## config.mk

```make
export PLATFORM = sky130hd
export DESIGN_NAME = rctco_top
export DESIGN_NICKNAME = d
export VERILOG_FILES = /design/src/rtl/rctco_pkg.sv /design/src/rtl/rctco_fifo.sv /design/src/rtl/rctco_port.sv /design/src/rtl/rctco_top.sv
export SDC_FILE = /design/constraint.sdc
export NUM_CORES = 1
export LEC_CHECK = 0
export BUFFER_PORTS_ARGS = -buffer_cell sky130_fd_sc_hd__buf_2
export CORE_MARGIN = 1.5
export CORE_UTILIZATION = 65
export DETAILED_ROUTE_END_ITERATION = 8
export GPL_ROUTABILITY_DRIVEN = 0
export GPL_TIMING_DRIVEN = 0
export PLACE_DENSITY = 0.9
export SYNTH_ARGS = -nofsm -noshare
export SYNTH_HDL_FRONTEND = slang
export SYNTH_HIERARCHICAL = 1
export SYNTH_SLANG_ARGS = --single-unit
```

## constraint.sdc

```tcl
create_clock -name clk_sys -period 4.8 [get_ports clk_sys]
set_input_delay 0 -clock clk_sys [delete_from_list [all_inputs] [get_ports clk_sys]]
set_output_delay 0 -clock clk_sys [all_outputs]
set_load 0.01 [all_outputs]
```

## src/rtl/rctco_pkg.sv

```systemverilog
// package: constants for the receive channel timing and clock outputs
package rctco_pkg;
   // ==========================================================
   // port and frame geometry
   localparam int          NUM_PORTS   = 8;
   localparam int          BITS_PER_CH = 8;
   localparam logic [2:0]  LSB_BIT     = 3'h7;   // last bit time of a channel
   localparam logic [2:0]  FIRST_BIT   = 3'h0;
   localparam logic [4:0]  T1_LAST_CH  = 5'h17;  // 24 channels
   localparam logic [4:0]  E1_LAST_CH  = 5'h1f;  // 32 channels
   localparam logic [4:0]  FIRST_CH    = 5'h00;
   localparam int          SIG_W       = 8;
   localparam int          FIFO_DEPTH  = 8;
   // ==========================================================
   // clock synthesis
   localparam longint      CLK_HZ      = 200_000_000;
   localparam int          PH_W        = 32;
   localparam logic [31:0] PH_ZERO     = 32'h0000_0000;
   function automatic logic [31:0] nco_inc(input longint hz);
      return 32'((hz << PH_W) / CLK_HZ);
   endfunction
   localparam logic [31:0] INC_64K   = nco_inc(64_000);
   localparam logic [31:0] INC_256K  = nco_inc(256_000);
   localparam logic [31:0] INC_1M544 = nco_inc(1_544_000);
   localparam logic [31:0] INC_2M048 = nco_inc(2_048_000);
   localparam logic [31:0] INC_4M096 = nco_inc(4_096_000);
   localparam logic [31:0] INC_8M192 = nco_inc(8_192_000);
   localparam logic [31:0] INC_12M288 = nco_inc(12_288_000);
   localparam logic [31:0] INC_16M384 = nco_inc(16_384_000);
   // ==========================================================
   // transmit clock loss: three nominal 1.544 MHz periods
   localparam int          TX_PERIOD_PS = 648_000 / 1000 * 1000;
   localparam int          CLK_PERIOD_PS = 5000;
   localparam logic [9:0]  LTC_CYCLES   =
      10'((3 * TX_PERIOD_PS) / CLK_PERIOD_PS);
   localparam logic [9:0]  LTC_ZERO     = 10'h000;
   localparam logic [9:0]  LTC_ONE      = 10'h001;
   // ==========================================================
   // selections
   typedef enum logic [1:0] {
      BP_2M048, BP_4M096, BP_8M192, BP_16M384 } rctco_bp_freq_t;
   typedef enum logic [1:0] {
      REF_LINE, REF_MCLK_T1, REF_MCLK_E1, REF_EXT } rctco_bp_ref_t;
   typedef enum logic [2:0] {
      CO_1M544, CO_2M048, CO_4M096, CO_8M192,
      CO_12M288, CO_16M384, CO_256K, CO_64K } rctco_co_freq_t;
   typedef enum logic {
      FN_LOSS_FRAME, FN_LOSS_TXCLK } rctco_pin_fn_t;
endpackage : rctco_pkg

```

## src/rtl/rctco_fifo.sv

```systemverilog
// module: small synchronous valid/ready fifo
`timescale 1ns/100ps
module rctco_fifo
   import rctco_pkg::*;
#(
   parameter int W = 8,                // word width
   parameter int D = 8                 // depth, power of two
)(
   input  wire logic         clk_sys,   // system clock
   input  wire logic         resetn,    // sync reset, low active
   input  wire logic [W-1:0] in_data,   // word from source
   input  wire logic         in_valid,  // source offers word
   output logic              in_ready,  // room for a word
   output logic [W-1:0]      out_data,  // head word
   output logic              out_valid, // head word present
   input  wire logic         out_ready  // sink takes head
);
   localparam int AW = $clog2(D);
   logic [W-1:0] mem_q [D];
   logic [AW:0]  wr_q;
   logic [AW:0]  rd_q;
   logic         push;
   logic         pop;

   // ==========================================================
   // status: extra pointer bit tells full from empty
   assign in_ready  = (wr_q[AW] == rd_q[AW])
                      || (wr_q[AW-1:0] != rd_q[AW-1:0]);
   assign out_valid = (wr_q != rd_q);
   assign out_data  = mem_q[rd_q[AW-1:0]];
   assign push      = in_valid & in_ready;
   assign pop       = out_valid & out_ready;

   // storage, no reset needed on data
   always_ff @(posedge clk_sys)
   begin
      if (push)
         mem_q[wr_q[AW-1:0]] <= in_data;
   end

   // pointers
   always_ff @(posedge clk_sys)
   begin
      if (!resetn)
      begin
         wr_q <= '0;
         rd_q <= '0;
      end
      else
      begin
         wr_q <= wr_q + (AW+1)'(push);
         rd_q <= rd_q + (AW+1)'(pop);
      end
   end
endmodule // rctco_fifo

```

## src/rtl/rctco_port.sv

```systemverilog
// module: per-port receive channel timing (signaling, mask, channel clock)
`timescale 1ns/100ps
module rctco_port
   import rctco_pkg::*;
(
   input  wire logic             clk_sys,     // system clock
   input  wire logic             resetn,      // sync reset, low active
   input  wire logic             line_clk,    // recovered line clock
   input  wire logic             sys_clk,     // receive system clock
   input  wire logic             es_en,       // elastic store on
   input  wire logic             e1_mode,     // 32 channels when high
   input  wire logic             frame_start, // tick is ch0 bit0
   input  wire logic             chclk_sel,   // pin shows channel clock
   input  wire logic [31:0]      block_mask,  // per-channel mask level
   input  wire logic [SIG_W-1:0] sig_data,    // head signaling word
   input  wire logic             sig_valid,   // head word present
   output logic                  sig_pop,     // take head word
   output logic                  sig_out,     // serial signaling
   output logic                  timing_pin   // mask or channel clock
);
   logic       tclk_prev_q;
   logic       tclk;
   logic       tick;
   logic [2:0] bit_q;
   logic [4:0] ch_q;
   logic [2:0] bit_d;
   logic [4:0] ch_d;
   logic       chclk_d;
   logic       blk_d;
   logic [SIG_W-1:0] sh_q;

   // ==========================================================
   // timing clock choice and its rising edge
   assign tclk = es_en ? sys_clk : line_clk;
   assign tick = tclk & ~tclk_prev_q;

   always_ff @(posedge clk_sys)
   begin
      if (!resetn) tclk_prev_q <= 1'b0;
      else         tclk_prev_q <= tclk;
   end

   // next bit and channel position
   always_comb
   begin
      bit_d = bit_q + 3'h1;
      ch_d  = ch_q;
      if (frame_start)
      begin
         bit_d = FIRST_BIT;
         ch_d  = FIRST_CH;
      end
      else if (bit_q == LSB_BIT)
         ch_d = (ch_q == (e1_mode ? E1_LAST_CH : T1_LAST_CH)) ? FIRST_CH
                : ch_q + 5'h01;
   end
   assign chclk_d = (bit_d == LSB_BIT);
   assign blk_d   = block_mask[ch_d];
   assign sig_pop = tick & (bit_d == FIRST_BIT) & sig_valid;

   // counters, pin and signaling move only on timing edges
   always_ff @(posedge clk_sys)
   begin
      if (!resetn)
      begin
         bit_q      <= LSB_BIT;
         ch_q       <= FIRST_CH;
         timing_pin <= 1'b0;
         sig_out    <= 1'b0;
         sh_q       <= '0;
      end
      else if (tick)
      begin
         bit_q      <= bit_d;
         ch_q       <= ch_d;
         timing_pin <= chclk_sel ? chclk_d : blk_d;
         if (bit_d == FIRST_BIT)
         begin
            // empty fifo gives idle zero signaling for the channel
            sh_q    <= sig_valid ? sig_data : '0;
            sig_out <= sig_valid ? sig_data[SIG_W-1] : 1'b0;
         end
         else
         begin
            sh_q    <= {sh_q[SIG_W-2:0], 1'b0};
            sig_out <= sh_q[SIG_W-2];
         end
      end
   end

   // ==========================================================
   // checks
   pin_only_tick_a : assert property (@(posedge clk_sys) disable iff (!resetn)
      !tick |=> $stable(timing_pin))
      else $error("timing pin moved without timing edge");
   chclk_lsb_a : assert property (@(posedge clk_sys) disable iff (!resetn)
      tick && chclk_sel && (bit_d == LSB_BIT) |=> timing_pin)
      else $error("channel clock not high in lsb");
   chclk_width_a : assert property (@(posedge clk_sys) disable iff (!resetn)
      tick && chclk_sel && !frame_start && (bit_q == LSB_BIT)
      |=> !timing_pin)
      else $error("channel clock longer than one period");
   mask_follow_a : assert property (@(posedge clk_sys) disable iff (!resetn)
      tick && !chclk_sel |=> timing_pin == $past(block_mask[ch_d]))
      else $error("mask pin wrong for channel");
   ch_wrap_a : assert property (@(posedge clk_sys) disable iff (!resetn)
      !e1_mode |-> ch_q <= T1_LAST_CH)
      else $error("t1 channel count exceeded");
endmodule // rctco_port

```

## src/rtl/rctco_top.sv

```systemverilog
// module: receive channel timing and shared clock outputs, top level
`timescale 1ns/100ps
module rctco_top
   import rctco_pkg::*;
(
   input  wire logic                  clk_sys,            // 200 MHz clock
   input  wire logic                  resetn,             // sync reset, low
   // per-port receive timing
   input  wire logic [NUM_PORTS-1:0]  rx_recovered_line_clock, // line clk
   input  wire logic [NUM_PORTS-1:0]  rx_system_clock,    // system clk
   input  wire logic [NUM_PORTS-1:0]  rx_es_enable,       // store on
   input  wire logic [NUM_PORTS-1:0]  rx_e1_mode,         // e1 framing
   input  wire logic [NUM_PORTS-1:0]  rx_frame_start,     // ch0 bit0 mark
   input  wire logic [NUM_PORTS-1:0]  rx_chclk_select,    // pin function
   input  wire logic [NUM_PORTS-1:0][31:0] rx_block_mask, // mask bits
   // per-port signaling words from the framer
   input  wire logic [NUM_PORTS-1:0][SIG_W-1:0] sig_in_data, // word
   input  wire logic [NUM_PORTS-1:0]  sig_in_valid,       // word offered
   output logic      [NUM_PORTS-1:0]  sig_in_ready,       // room in fifo
   output logic      [NUM_PORTS-1:0]  rx_signaling_out,   // serial out
   output logic      [NUM_PORTS-1:0]  rx_channel_timing,  // mask or clock
   // backplane clock
   input  wire logic [1:0]            bp_freq_select,     // output rate
   input  wire logic [1:0]            bp_ref_select,      // reference kind
   input  wire logic [2:0]            bp_ref_port,        // line clock port
   input  wire logic                  external_reference_clock, // ext ref
   output logic                       backplane_clock_out, // bp clock
   // general clock and loss pin
   input  wire logic [2:0]            clock_out_freq_select, // rate
   input  wire logic                  eight_port_mode_bit, // loss pin on
   input  wire logic                  loss_pin_function,  // 1: tx clock
   input  wire logic                  rx_frame_searching, // sync hunting
   input  wire logic                  tx_line_clock_in,   // port 1 tx clk
   output logic                       general_clock_out   // shared pin
);
   // ==========================================================
   // per-port signaling fifos and channel timing
   logic [NUM_PORTS-1:0][SIG_W-1:0] fifo_data;
   logic [NUM_PORTS-1:0]            fifo_valid;
   logic [NUM_PORTS-1:0]            fifo_pop;

   // fifo ready goes straight back, so a slow port throttles its framer
   genvar gp;
   generate
      for (gp = 0; gp < NUM_PORTS; gp++)
      begin : g_port
         rctco_fifo #(
            .W (SIG_W),
            .D (FIFO_DEPTH)
         ) u_fifo (
            .clk_sys   (clk_sys),
            .resetn    (resetn),
            .in_data   (sig_in_data[gp]),
            .in_valid  (sig_in_valid[gp]),
            .in_ready  (sig_in_ready[gp]),
            .out_data  (fifo_data[gp]),
            .out_valid (fifo_valid[gp]),
            .out_ready (fifo_pop[gp])
         );
         rctco_port u_port (
            .clk_sys     (clk_sys),
            .resetn      (resetn),
            .line_clk    (rx_recovered_line_clock[gp]),
            .sys_clk     (rx_system_clock[gp]),
            .es_en       (rx_es_enable[gp]),
            .e1_mode     (rx_e1_mode[gp]),
            .frame_start (rx_frame_start[gp]),
            .chclk_sel   (rx_chclk_select[gp]),
            .block_mask  (rx_block_mask[gp]),
            .sig_data    (fifo_data[gp]),
            .sig_valid   (fifo_valid[gp]),
            .sig_pop     (fifo_pop[gp]),
            .sig_out     (rx_signaling_out[gp]),
            .timing_pin  (rx_channel_timing[gp])
         );
      end
   endgenerate

   // ==========================================================
   // master-clock derived reference (1.544 or 2.048 MHz)
   logic [PH_W-1:0] mref_ph_q;
   logic [PH_W-1:0] mref_inc;

   assign mref_inc = (bp_ref_select == REF_MCLK_T1) ? INC_1M544
                     : INC_2M048;

   always_ff @(posedge clk_sys)
   begin
      if (!resetn) mref_ph_q <= PH_ZERO;
      else         mref_ph_q <= mref_ph_q + mref_inc;
   end

   // ==========================================================
   // backplane clock reference choice and its rising edge
   logic ref_lvl;
   logic ref_prev_q;
   logic ref_rise;

   always_comb
   begin
      unique case (rctco_bp_ref_t'(bp_ref_select))
         REF_LINE:    ref_lvl = rx_recovered_line_clock[bp_ref_port];
         REF_MCLK_T1: ref_lvl = mref_ph_q[PH_W-1];
         REF_MCLK_E1: ref_lvl = mref_ph_q[PH_W-1];
         REF_EXT:     ref_lvl = external_reference_clock;
      endcase
   end
   assign ref_rise = ref_lvl & ~ref_prev_q;

   always_ff @(posedge clk_sys)
   begin
      if (!resetn) ref_prev_q <= 1'b0;
      else         ref_prev_q <= ref_lvl;
   end

   // ==========================================================
   // backplane clock synthesis
   logic [PH_W-1:0] bp_ph_q;
   logic [PH_W-1:0] bp_inc;

   always_comb
   begin
      unique case (rctco_bp_freq_t'(bp_freq_select))
         BP_2M048:  bp_inc = INC_2M048;
         BP_4M096:  bp_inc = INC_4M096;
         BP_8M192:  bp_inc = INC_8M192;
         BP_16M384: bp_inc = INC_16M384;
      endcase
   end

   // phase snaps to zero on each reference rising edge; a 200 MHz phase
   // accumulator gives the average rate with up to 5 ns of edge jitter
   always_ff @(posedge clk_sys)
   begin
      if (!resetn)
         bp_ph_q <= PH_ZERO;
      else if (ref_rise)
         bp_ph_q <= PH_ZERO;
      else
         bp_ph_q <= bp_ph_q + bp_inc;
   end

   always_ff @(posedge clk_sys)
   begin
      if (!resetn) backplane_clock_out <= 1'b0;
      else         backplane_clock_out <= bp_ph_q[PH_W-1];
   end

   // ==========================================================
   // general clock synthesis from the master clock
   logic [PH_W-1:0] co_ph_q;
   logic [PH_W-1:0] co_inc;

   always_comb
   begin
      unique case (rctco_co_freq_t'(clock_out_freq_select))
         CO_1M544:  co_inc = INC_1M544;
         CO_2M048:  co_inc = INC_2M048;
         CO_4M096:  co_inc = INC_4M096;
         CO_8M192:  co_inc = INC_8M192;
         CO_12M288: co_inc = INC_12M288;
         CO_16M384: co_inc = INC_16M384;
         CO_256K:   co_inc = INC_256K;
         CO_64K:    co_inc = INC_64K;
      endcase
   end

   always_ff @(posedge clk_sys)
   begin
      if (!resetn) co_ph_q <= PH_ZERO;
      else         co_ph_q <= co_ph_q + co_inc;
   end

   // ==========================================================
   // transmit clock activity monitor for port 1
   logic       txc_prev_q;
   logic       txc_toggle;
   logic [9:0] idle_cnt_q;
   logic       tx_loss_q;

   assign txc_toggle = tx_line_clock_in ^ txc_prev_q;

   always_ff @(posedge clk_sys)
   begin
      if (!resetn) txc_prev_q <= 1'b0;
      else         txc_prev_q <= tx_line_clock_in;
   end

   // idle count saturates so a dead clock keeps the flag up
   always_ff @(posedge clk_sys)
   begin
      if (!resetn)
         idle_cnt_q <= LTC_ZERO;
      else if (txc_toggle)
         idle_cnt_q <= LTC_ZERO;
      else if (idle_cnt_q != LTC_CYCLES)
         idle_cnt_q <= idle_cnt_q + LTC_ONE;
   end

   always_ff @(posedge clk_sys)
   begin
      if (!resetn) tx_loss_q <= 1'b0;
      else         tx_loss_q <= (idle_cnt_q == LTC_CYCLES) & ~txc_toggle;
   end

   // ==========================================================
   // shared pin: general clock, or loss indication in eight-port mode
   always_ff @(posedge clk_sys)
   begin
      if (!resetn)
         general_clock_out <= 1'b0;
      else if (!eight_port_mode_bit)
         general_clock_out <= co_ph_q[PH_W-1];
      else if (rctco_pin_fn_t'(loss_pin_function) == FN_LOSS_TXCLK)
         general_clock_out <= tx_loss_q;
      else
         general_clock_out <= rx_frame_searching;
   end

   // ==========================================================
   // checks
   gen_clock_pin_a : assert property (@(posedge clk_sys) disable iff (!resetn)
      !eight_port_mode_bit |=> general_clock_out == $past(co_ph_q[PH_W-1]))
      else $error("general clock not on shared pin");
   lof_pin_a : assert property (@(posedge clk_sys) disable iff (!resetn)
      eight_port_mode_bit && !loss_pin_function && rx_frame_searching
      |=> general_clock_out)
      else $error("loss of frame not shown");
   ltc_raise_a : assert property (@(posedge clk_sys) disable iff (!resetn)
      (idle_cnt_q == LTC_CYCLES) && !txc_toggle |=> tx_loss_q)
      else $error("tx clock loss not raised");
   ltc_clear_a : assert property (@(posedge clk_sys) disable iff (!resetn)
      txc_toggle |=> !tx_loss_q ##1 !tx_loss_q)
      else $error("tx clock loss held after toggle");
   ltc_pin_a : assert property (@(posedge clk_sys) disable iff (!resetn)
      eight_port_mode_bit && loss_pin_function
      |=> general_clock_out == $past(tx_loss_q))
      else $error("tx clock loss not on pin");
   bp_snap_a : assert property (@(posedge clk_sys) disable iff (!resetn)
      ref_rise |=> bp_ph_q == PH_ZERO ##1 bp_ph_q == $past(bp_inc))
      else $error("backplane phase not aligned to reference");
   // the step is the increment chosen one cycle back; the edge that
   // leaves reset is skipped since the phase was cleared there
   bp_rate_a : assert property (@(posedge clk_sys) disable iff (!resetn)
      resetn && !ref_rise
      |=> bp_ph_q == $past(bp_ph_q) + $past(bp_inc))
      else $error("backplane rate wrong");
   co_rate_a : assert property (@(posedge clk_sys) disable iff (!resetn)
      resetn |=> co_ph_q == $past(co_ph_q) + $past(co_inc))
      else $error("general clock rate wrong");
   bp_out_a : assert property (@(posedge clk_sys) disable iff (!resetn)
      1'b1 |=> backplane_clock_out == $past(bp_ph_q[PH_W-1]))
      else $error("backplane pin not from phase");
endmodule // rctco_top

```

==> out/results.tsv, run 1 <==
stage	metric	value	unit
yosys	synthArstFlopShare	0	
timing	setup_viol	0	
timing	fin_crit_sh	0.756	
route	met3_length	8140	um
min_path	hold_class	input port to flip-flop	
clock_tree	cts_buffers	86	
route	routed.top_layer	met5	
yosys	synth_edf_count	512	
timing	drv_slew	0	
worst_setup_path	cp-end-kind	flip-flop	
grt	first_global_vias	32500	
yosys	syn-num-nets	4078	
final_layout	drive_gt1_frac	0.203	
placement	port_buffers	418	
route	drtIter0Drc	3156	
yosys	synth_area	43200	um^2
pwr	powerDensity	379	nW/um^2
yosys	synth.distinct_cells	95	
worst_setup_path	required	5.33	ns
grt	grtUsageTotal	0.320	
worst_setup_path	path_class	flip-flop to flip-flop	
yosys	ys_seq_area_frac	0.504	
route	drc	0	
clock_tree	cts_root_buf	clkbuf_16	
final_layout	utilization	0.772	
grt	grt.overflow.total	0	
yosys	synth_fa_ha_area_frac	0.0371	
die	fp.dieH	261	um
timing	tightest_slew	1.41	ns
timing	hold_violations	0	
grt	grt_pass1_wl	172000	um
pwr	intPower	13.7	mW
route	vias	33200	
pwr	seqPwrFrac	0.433	
route	wl_per_cell	21.5	um
clock_tree	cts.sinks	831	
timing	worst_slack	1.17	ns
clock_tree	cts.path.max_buffers	3	
die	dieArea	68000	um^2
die	fp.dieW	261	um
worst_setup_path	start_kind	flip-flop	
clock_tree	clock_latency	0.65	ns
yosys	yosys_warnings	6	
timing	clock_skew	0.0312	ns
route	totalWireLength	111000	um
worst_setup_path	path_delay_family	multiplexers	
yosys	avgSynthCellArea	12.1	um^2
worst_setup_path	critPathSlowestCell	nor2_2	
worst_setup_path	crit_path_max_fanout	10	
timing	setup_tns	0	ns
yosys	ys_seq_elements	831	
run	max_cap_viol_count	0	
pwr	irDropWorstVdd	0.309	mV
pwr	clkPwrFrac	0.349	
route	wl_met2	55200	um
timing	relSlewSlack	0.0544	
yosys	muxShareOfSynthArea	0.121	
placement	hpwl	72900	um
pwr	power_switching	5.55	mW
worst_setup_path	worstPathCellList	ha_1 -> ha_1 -> buf_6 -> mux2i_2 -> nor2_2 -> mux2i_1 -> mux2i_1 -> o22a_1 -> a32o_1 -> dlygate4sd3_1	
worst_setup_path	slowest_delay	0.58	ns
yosys	synth_xor_area_frac	0.0391	
clock_tree	cts_tree	done	
pwr	leakagePower	19.5	nW
route	drt-met1-wl	43000	um
die	rows	94	
clock_tree	postCtsSetupBuffers	0	
pwr	swShare	0.289	
pwr	total_power	19.2	mW
die	coreArea	65700	um^2
die	io_pins	419	
yosys	synthCells	3559	
timing	rsz0062_at_grt	no	
final_layout	synthToLayoutAreaGrowth	17.5	%
timing	clock.fmax	276	MHz
clock_tree	htree_levels	3	
die	start_util	0.657	
timing	hold_ws	0.0636	ns
grt	antenna_found_initial	13	
route	vias_per_cell	6.43	
grt	grt_max_degree	74	
run_status	status	completed	
yosys	synth_compound_area_frac	0.126	
route	firstDrtPassIters	6	
clock_tree	clk_pin_slew_worst_paths	0.06	ns
final_layout	nNetsFinal	4722	
pwr	combPwrFrac	0.218	
yosys	synth_ff_type	edfxtp_1	
yosys	synth-simple-area-share	0.144	
yosys	synth_top_family_by_area	simple AND/OR/NAND/NOR gates	
timing	period_minus_slack	3.63	ns
route	ant_nets	0	
worst_setup_path	path_buf_inv	2	
worst_setup_path	crit_arrival	4.15	ns
placement	place_worst_setup_slack	0.996	ns
-- logic make-up (layout without fill, tap and decap cells) --
kind of cell	after synthesis	after routing
adders and majority gates	128	128
AOI/OAI and AO/OA	677	677
buffers and inverters	250	968
other	0	13
and+or+nand+nor	1182	1182
muxes	300	300
xor gates and xnor gates	191	191
DFF	831	831
-- final timing paths --
path	startpoint	to	slack [ns]	depth (start not counted)
hold / removal	resetn	g_port[2].u_fifo/wr_q[3]	0.06	2
setup / recovery	g_port[6].u_port/bit_q[0]	g_port[6].u_port/timing_pin	1.17	10
setup reg to reg	g_port[6].u_port/bit_q[0]	g_port[6].u_port/timing_pin	1.17	10
hold reg to reg	mref_ph_q[0]	mref_ph_q[0]	0.46	1
-- cell type report --
type / instances / area (um^2)
fill: 3889 / 15000
clock inverter: 38 / 429
sequential: 831 / 21800
antenna: 13 / 32.5
timing repair buffer: 556 / 3450
clock buffer: 124 / 2440
inverter: 61 / 229
multi-input combinational: 2478 / 20300
tap: 864 / 1080
buffer: 189 / 1040
-- metrics by stage --
stage / instances / instance area, um^2
2_1_floorplan: 3559 / 43200
3_3_place_gp: 4841 / 46400
3_5_place_dp: 4848 / 46500
4_1_cts: 5138 / 50600
5_1_grt: 5147 / 50700
6_report: 5154 / 50800
-- what timing repair did --
action,in CTS,in global routing
gates resized for setup,0,0
hold buffers,128,0
hold endpoints to repair,579,0
-- layout by cell type (no fill, tap or decap), types with 18 or more instances in the layout --
master         count
edfxtp_1         512
buf_2            471
dfxtp_1          319
nand2_1          252
nand3_1          247
nor2_1           174
clkbuf_1         133
dlygate4sd3_1    128
o21ai_0          125
ha_1             125
mux4_1           124
xnor2_1          118
a21oi_1          113
and2_1            93
mux2i_1           90
clkbuf_16         88
xor2_1            72
mux2_2            72
and3_1            65
inv_1             58
nor2b_1           58
o211a_1           57
nand4_1           45
nor3_1            43
a31oi_1           38
a32oi_1           32
a21boi_0          29
a21o_1            28
nand2b_1          28
a211oi_1          25
and3b_1           21
a221oi_1          19
clkinv_2          19
o22ai_1           18
-- worst reg2reg max path, cell delays in order, from the launching register on --
cell           delay (ns)
dfxtp_1              0.36
ha_1                 0.23
ha_1                 0.23
buf_6                0.17
mux2i_2              0.22
nor2_2               0.58
mux2i_1              0.53
mux2i_1              0.13
o22a_1               0.26
a32o_1               0.25
dlygate4sd3_1        0.55
-- cells in the mapped netlist, types with 21 or more instances --
master	n	area [um^2]
mux2_2	72	811
buf_2	54	270
a31oi_1	38	238
ha_1	125	1560
nor3_1	56	280
edfxtp_1	512	15400
nor2b_1	58	363
o211a_1	57	571
mux2i_1	90	901
xnor2_1	118	1030
and2_1	93	582
nor2_1	174	653
inv_1	58	218
a32oi_1	32	280
nand2b_1	28	175
a211oi_1	25	188
nand3_1	247	1240
a21oi_1	113	566
a21boi_0	29	218
xor2_1	72	631
o21ai_0	125	626
mux4_1	124	3260
clkbuf_1	108	405
dfxtp_1	319	6390
and3_1	65	407
and3b_1	21	184
a21o_1	28	210
nand2_1	252	946
nand4_1	45	282
-- registers in the layout (all words and copies together), names as in the netlist, 8 cells and up --
signal	count
g_port.u_port/sh_q	56
g_port.u_port/bit_q	24
mref_ph_q	32
g_port.u_port/ch_q	40
co_ph_q	32
g_port.u_port/tclk_prev_q	8
idle_cnt_q	10
bp_ph_q	32
g_port.u_fifo/mem_q	512
g_port.u_port/timing_pin	8
g_port.u_port/sig_out	8
g_port.u_fifo/rd_q	32
g_port.u_fifo/wr_q	32
-- power by group through the flow --
stage | registers [mW] | logic (mW) | clock network [mW]
2_1_floorplan | 8.39 | 3.02 | 0
3_3_place_gp | 8.42 | 3.82 | 0
3_5_place_dp | 8.45 | 3.97 | 0
4_1_cts | 8.31 | 4.11 | 6.79
5_1_grt | 8.36 | 4.60 | 7.08
6_report | 8.32 | 4.20 | 6.71
-- layer usage --
metal	vias to the layer above	GRT usage
met5	-	0
met2	1681	0.551
met4	4	0.151
li1	15000	-
met3	381	0.0557
met1	16100	0.392
Note: power is estimated with default switching activity, not from simulation.
==> run 2: changes to the inputs <==
--- a/config.mk
+++ b/config.mk
@@ -7,11 +7,11 @@
 export LEC_CHECK = 0
 export BUFFER_PORTS_ARGS = -buffer_cell sky130_fd_sc_hd__buf_2
 export CORE_MARGIN = 1.5
-export CORE_UTILIZATION = 65
+export CORE_UTILIZATION = 54
 export DETAILED_ROUTE_END_ITERATION = 8
 export GPL_ROUTABILITY_DRIVEN = 0
 export GPL_TIMING_DRIVEN = 0
-export PLACE_DENSITY = 0.9
+export PLACE_DENSITY = 0.81
 export SYNTH_ARGS = -nofsm -noshare
 export SYNTH_HDL_FRONTEND = slang
 export SYNTH_HIERARCHICAL = 1
==> constraint.sdc (replaced) <==
create_clock -name clk_sys -period 3.1 [get_ports clk_sys]
set_input_delay 0 -clock clk_sys [delete_from_list [all_inputs] [get_ports clk_sys]]
set_output_delay 0 -clock clk_sys [all_outputs]
set_load 0.01 [all_outputs]
==> out/results.tsv, run 2 (synthesis gave the netlist of run 1 again) <==
stage	metric	value	unit
run_status	status	completed	
min_path	hold_class	input port to flip-flop	
pwr	irDropWorstVdd	0.512	mV
placement	place_worst_setup_slack	-0.677	ns
route	totalWireLength	105000	um
timing	rsz0062_at_grt	yes	
timing	relSlewSlack	0.0946	
worst_setup_path	crit_arrival	3.54	ns
grt	first_global_vias	31800	
worst_setup_path	start_kind	input port	
worst_setup_path	worstPathCellList	buf_2 -> inv_1 -> ha_1 -> clkbuf_2 -> inv_1 -> nand2_1 -> ha_1 -> clkbuf_1 -> o211ai_1 -> a31oi_1 -> a221o_1 -> a211oi_1 -> o221ai_1 -> o21ai_2 -> a211oi_1 -> a31o_2 -> mux2i_1	
placement	port_buffers	418	
grt	grt_pass1_wl	165000	um
timing	worst_slack	0.105	ns
clock_tree	cts.sinks	831	
timing	fin_crit_sh	0.966	
timing	setup_viol	0	
route	firstDrtPassIters	6	
clock_tree	clock_latency	0.65	ns
route	wl_per_cell	19.3	um
timing	tightest_slew	1.35	ns
route	vias	31900	
timing	hold_ws	0.0343	ns
timing	hold_violations	0	
route	vias_per_cell	5.88	
clock_tree	htree_levels	3	
final_layout	final_cell_mix	edfxtp_1, buf_2, dfxtp_1	
final_layout	drive_gt1_frac	0.201	
grt	grtUsageTotal	0.250	
die	start_util	0.546	
worst_setup_path	path_class	input port to flip-flop	
timing	period_minus_slack	2.99	ns
worst_setup_path	critPathSlowestCell	a31oi_1	
timing	setup_tns	0	ns
worst_setup_path	required	3.64	ns
final_layout	final_common_cell	edfxtp_1	
grt	grt_max_degree	74	
timing	drv_slew	0	
clock_tree	cts_tree	done	
die	dieArea	81700	um^2
die	io_pins	419	
grt	grt.overflow.total	0	
pwr	total_power	30.0	mW
final_layout	stdcell_count	5427	
worst_setup_path	cp-end-kind	flip-flop	
timing	clock_skew	0.0425	ns
clock_tree	cts.path.max_buffers	3	
grt	antenna_found_initial	13	
final_layout	synthToLayoutAreaGrowth	20.4	%
final_layout	largest_register_ffs	512	
worst_setup_path	slowest_delay	0.36	ns
pwr	leakagePower	19.9	nW
clock_tree	cts_root_buf	clkbuf_16	
placement	dpl.cell_count	5040	
final_layout	n_fill_cell	5773	
die	rows	103	
pwr	powerDensity	577	nW/um^2
timing	clock.fmax	334	MHz
die	fp.dieH	286	um
route	drc	0	
final_layout	nNetsFinal	4816	
die	coreArea	79100	um^2
clock_tree	cts_buffers	88	
route	drtIter0Drc	2269	
placement	hpwl	70500	um
clock_tree	clk_pin_slew_worst_paths	0.06	ns
die	fp.dieW	286	um
route	ant_nets	0	
run	max_cap_viol_count	0	
worst_setup_path	crit_path_max_fanout	10	
## run 2: cell types whose count changed in the layout (fill, tap and decap cells not counted), moves of 5 or more
cell	before	now
nor3_2	13	4
clkinv_2	19	14
nor3_1	43	52
mux2i_2	8	1
clkinv_1	5	12
mux2i_4	0	7
nor2_2	8	1
diode_2	13	6
clkbuf_1	133	124
nor2_4	0	7
buf_4	12	24
dlygate4sd3_1	128	209
## run 2: what timing repair did
item	CTS	global route
gates resized for setup	3	19
setup buffers	0	5
hold buffers	209	0
endpoints found under the hold margin	620	0
endpoints found under the setup margin	3	17
pin swaps	0	3
## run 2: per-layer routing
metal  up-vias  track usage  wire length [um]
li1      15200            -                 -
met1     15400        0.317             43800
met2      1059        0.436             51900
met3       232       0.0390              5670
met4        12       0.0877              3340
met5         -            0                68
## run 2: area by class of cell
type,count,area (um^2),share of cell area
sequential,831,21800,0.418
multi-input combinational,2478,20400,0.391
timing repair buffer,649,4350,0.0836
clock buffer,112,2350,0.0452
tap,1050,1310,0.0252
buffer,188,1040,0.0200
clock inverter,52,617,0.0119
inverter,61,230,0.00442
antenna,6,15.0,0.000289
## run 2: stage by stage
stage	area [um^2]	util
2_1_floorplan	43200	-
3_3_place_gp	46600	0.589
3_5_place_dp	46800	0.591
4_1_cts	51800	0.655
5_1_grt	52000	0.658
6_report	52000	0.658
## run 2: worst paths after layout
check,startpoint,end,slack [ns],depth (start not counted)
max reg2reg,g_port[1].u_port/bit_q[0],g_port[1].u_port/timing_pin,0.14,10
min,resetn,g_port[2].u_fifo/wr_q[1],0.03,2
max,bp_freq_select[0],bp_ph_q[31],0.11,17
min reg2reg,mref_ph_q[0],mref_ph_q[0],0.47,1
## run 2: critical path, delay by kind of cell
kind	cells	cell delay, ns
and+or+nand+nor	1	0.13
muxes	1	0.17
AOI/OAI and AO/OA	8	1.63
buffers and inverters	5	1.05
adders and majority gates	2	0.55
## run 2: where the power goes
group | internal (mW) | switching (mW) | leakage, nW | total, mW
Combinational | 2.84 | 3.67 | 11.2 | 6.51
Clock | 6.14 | 4.52 | 1.43 | 10.7
Sequential | 12.5 | 0.409 | 7.27 | 12.9
Total | 21.4 | 8.60 | 19.9 | 30.0
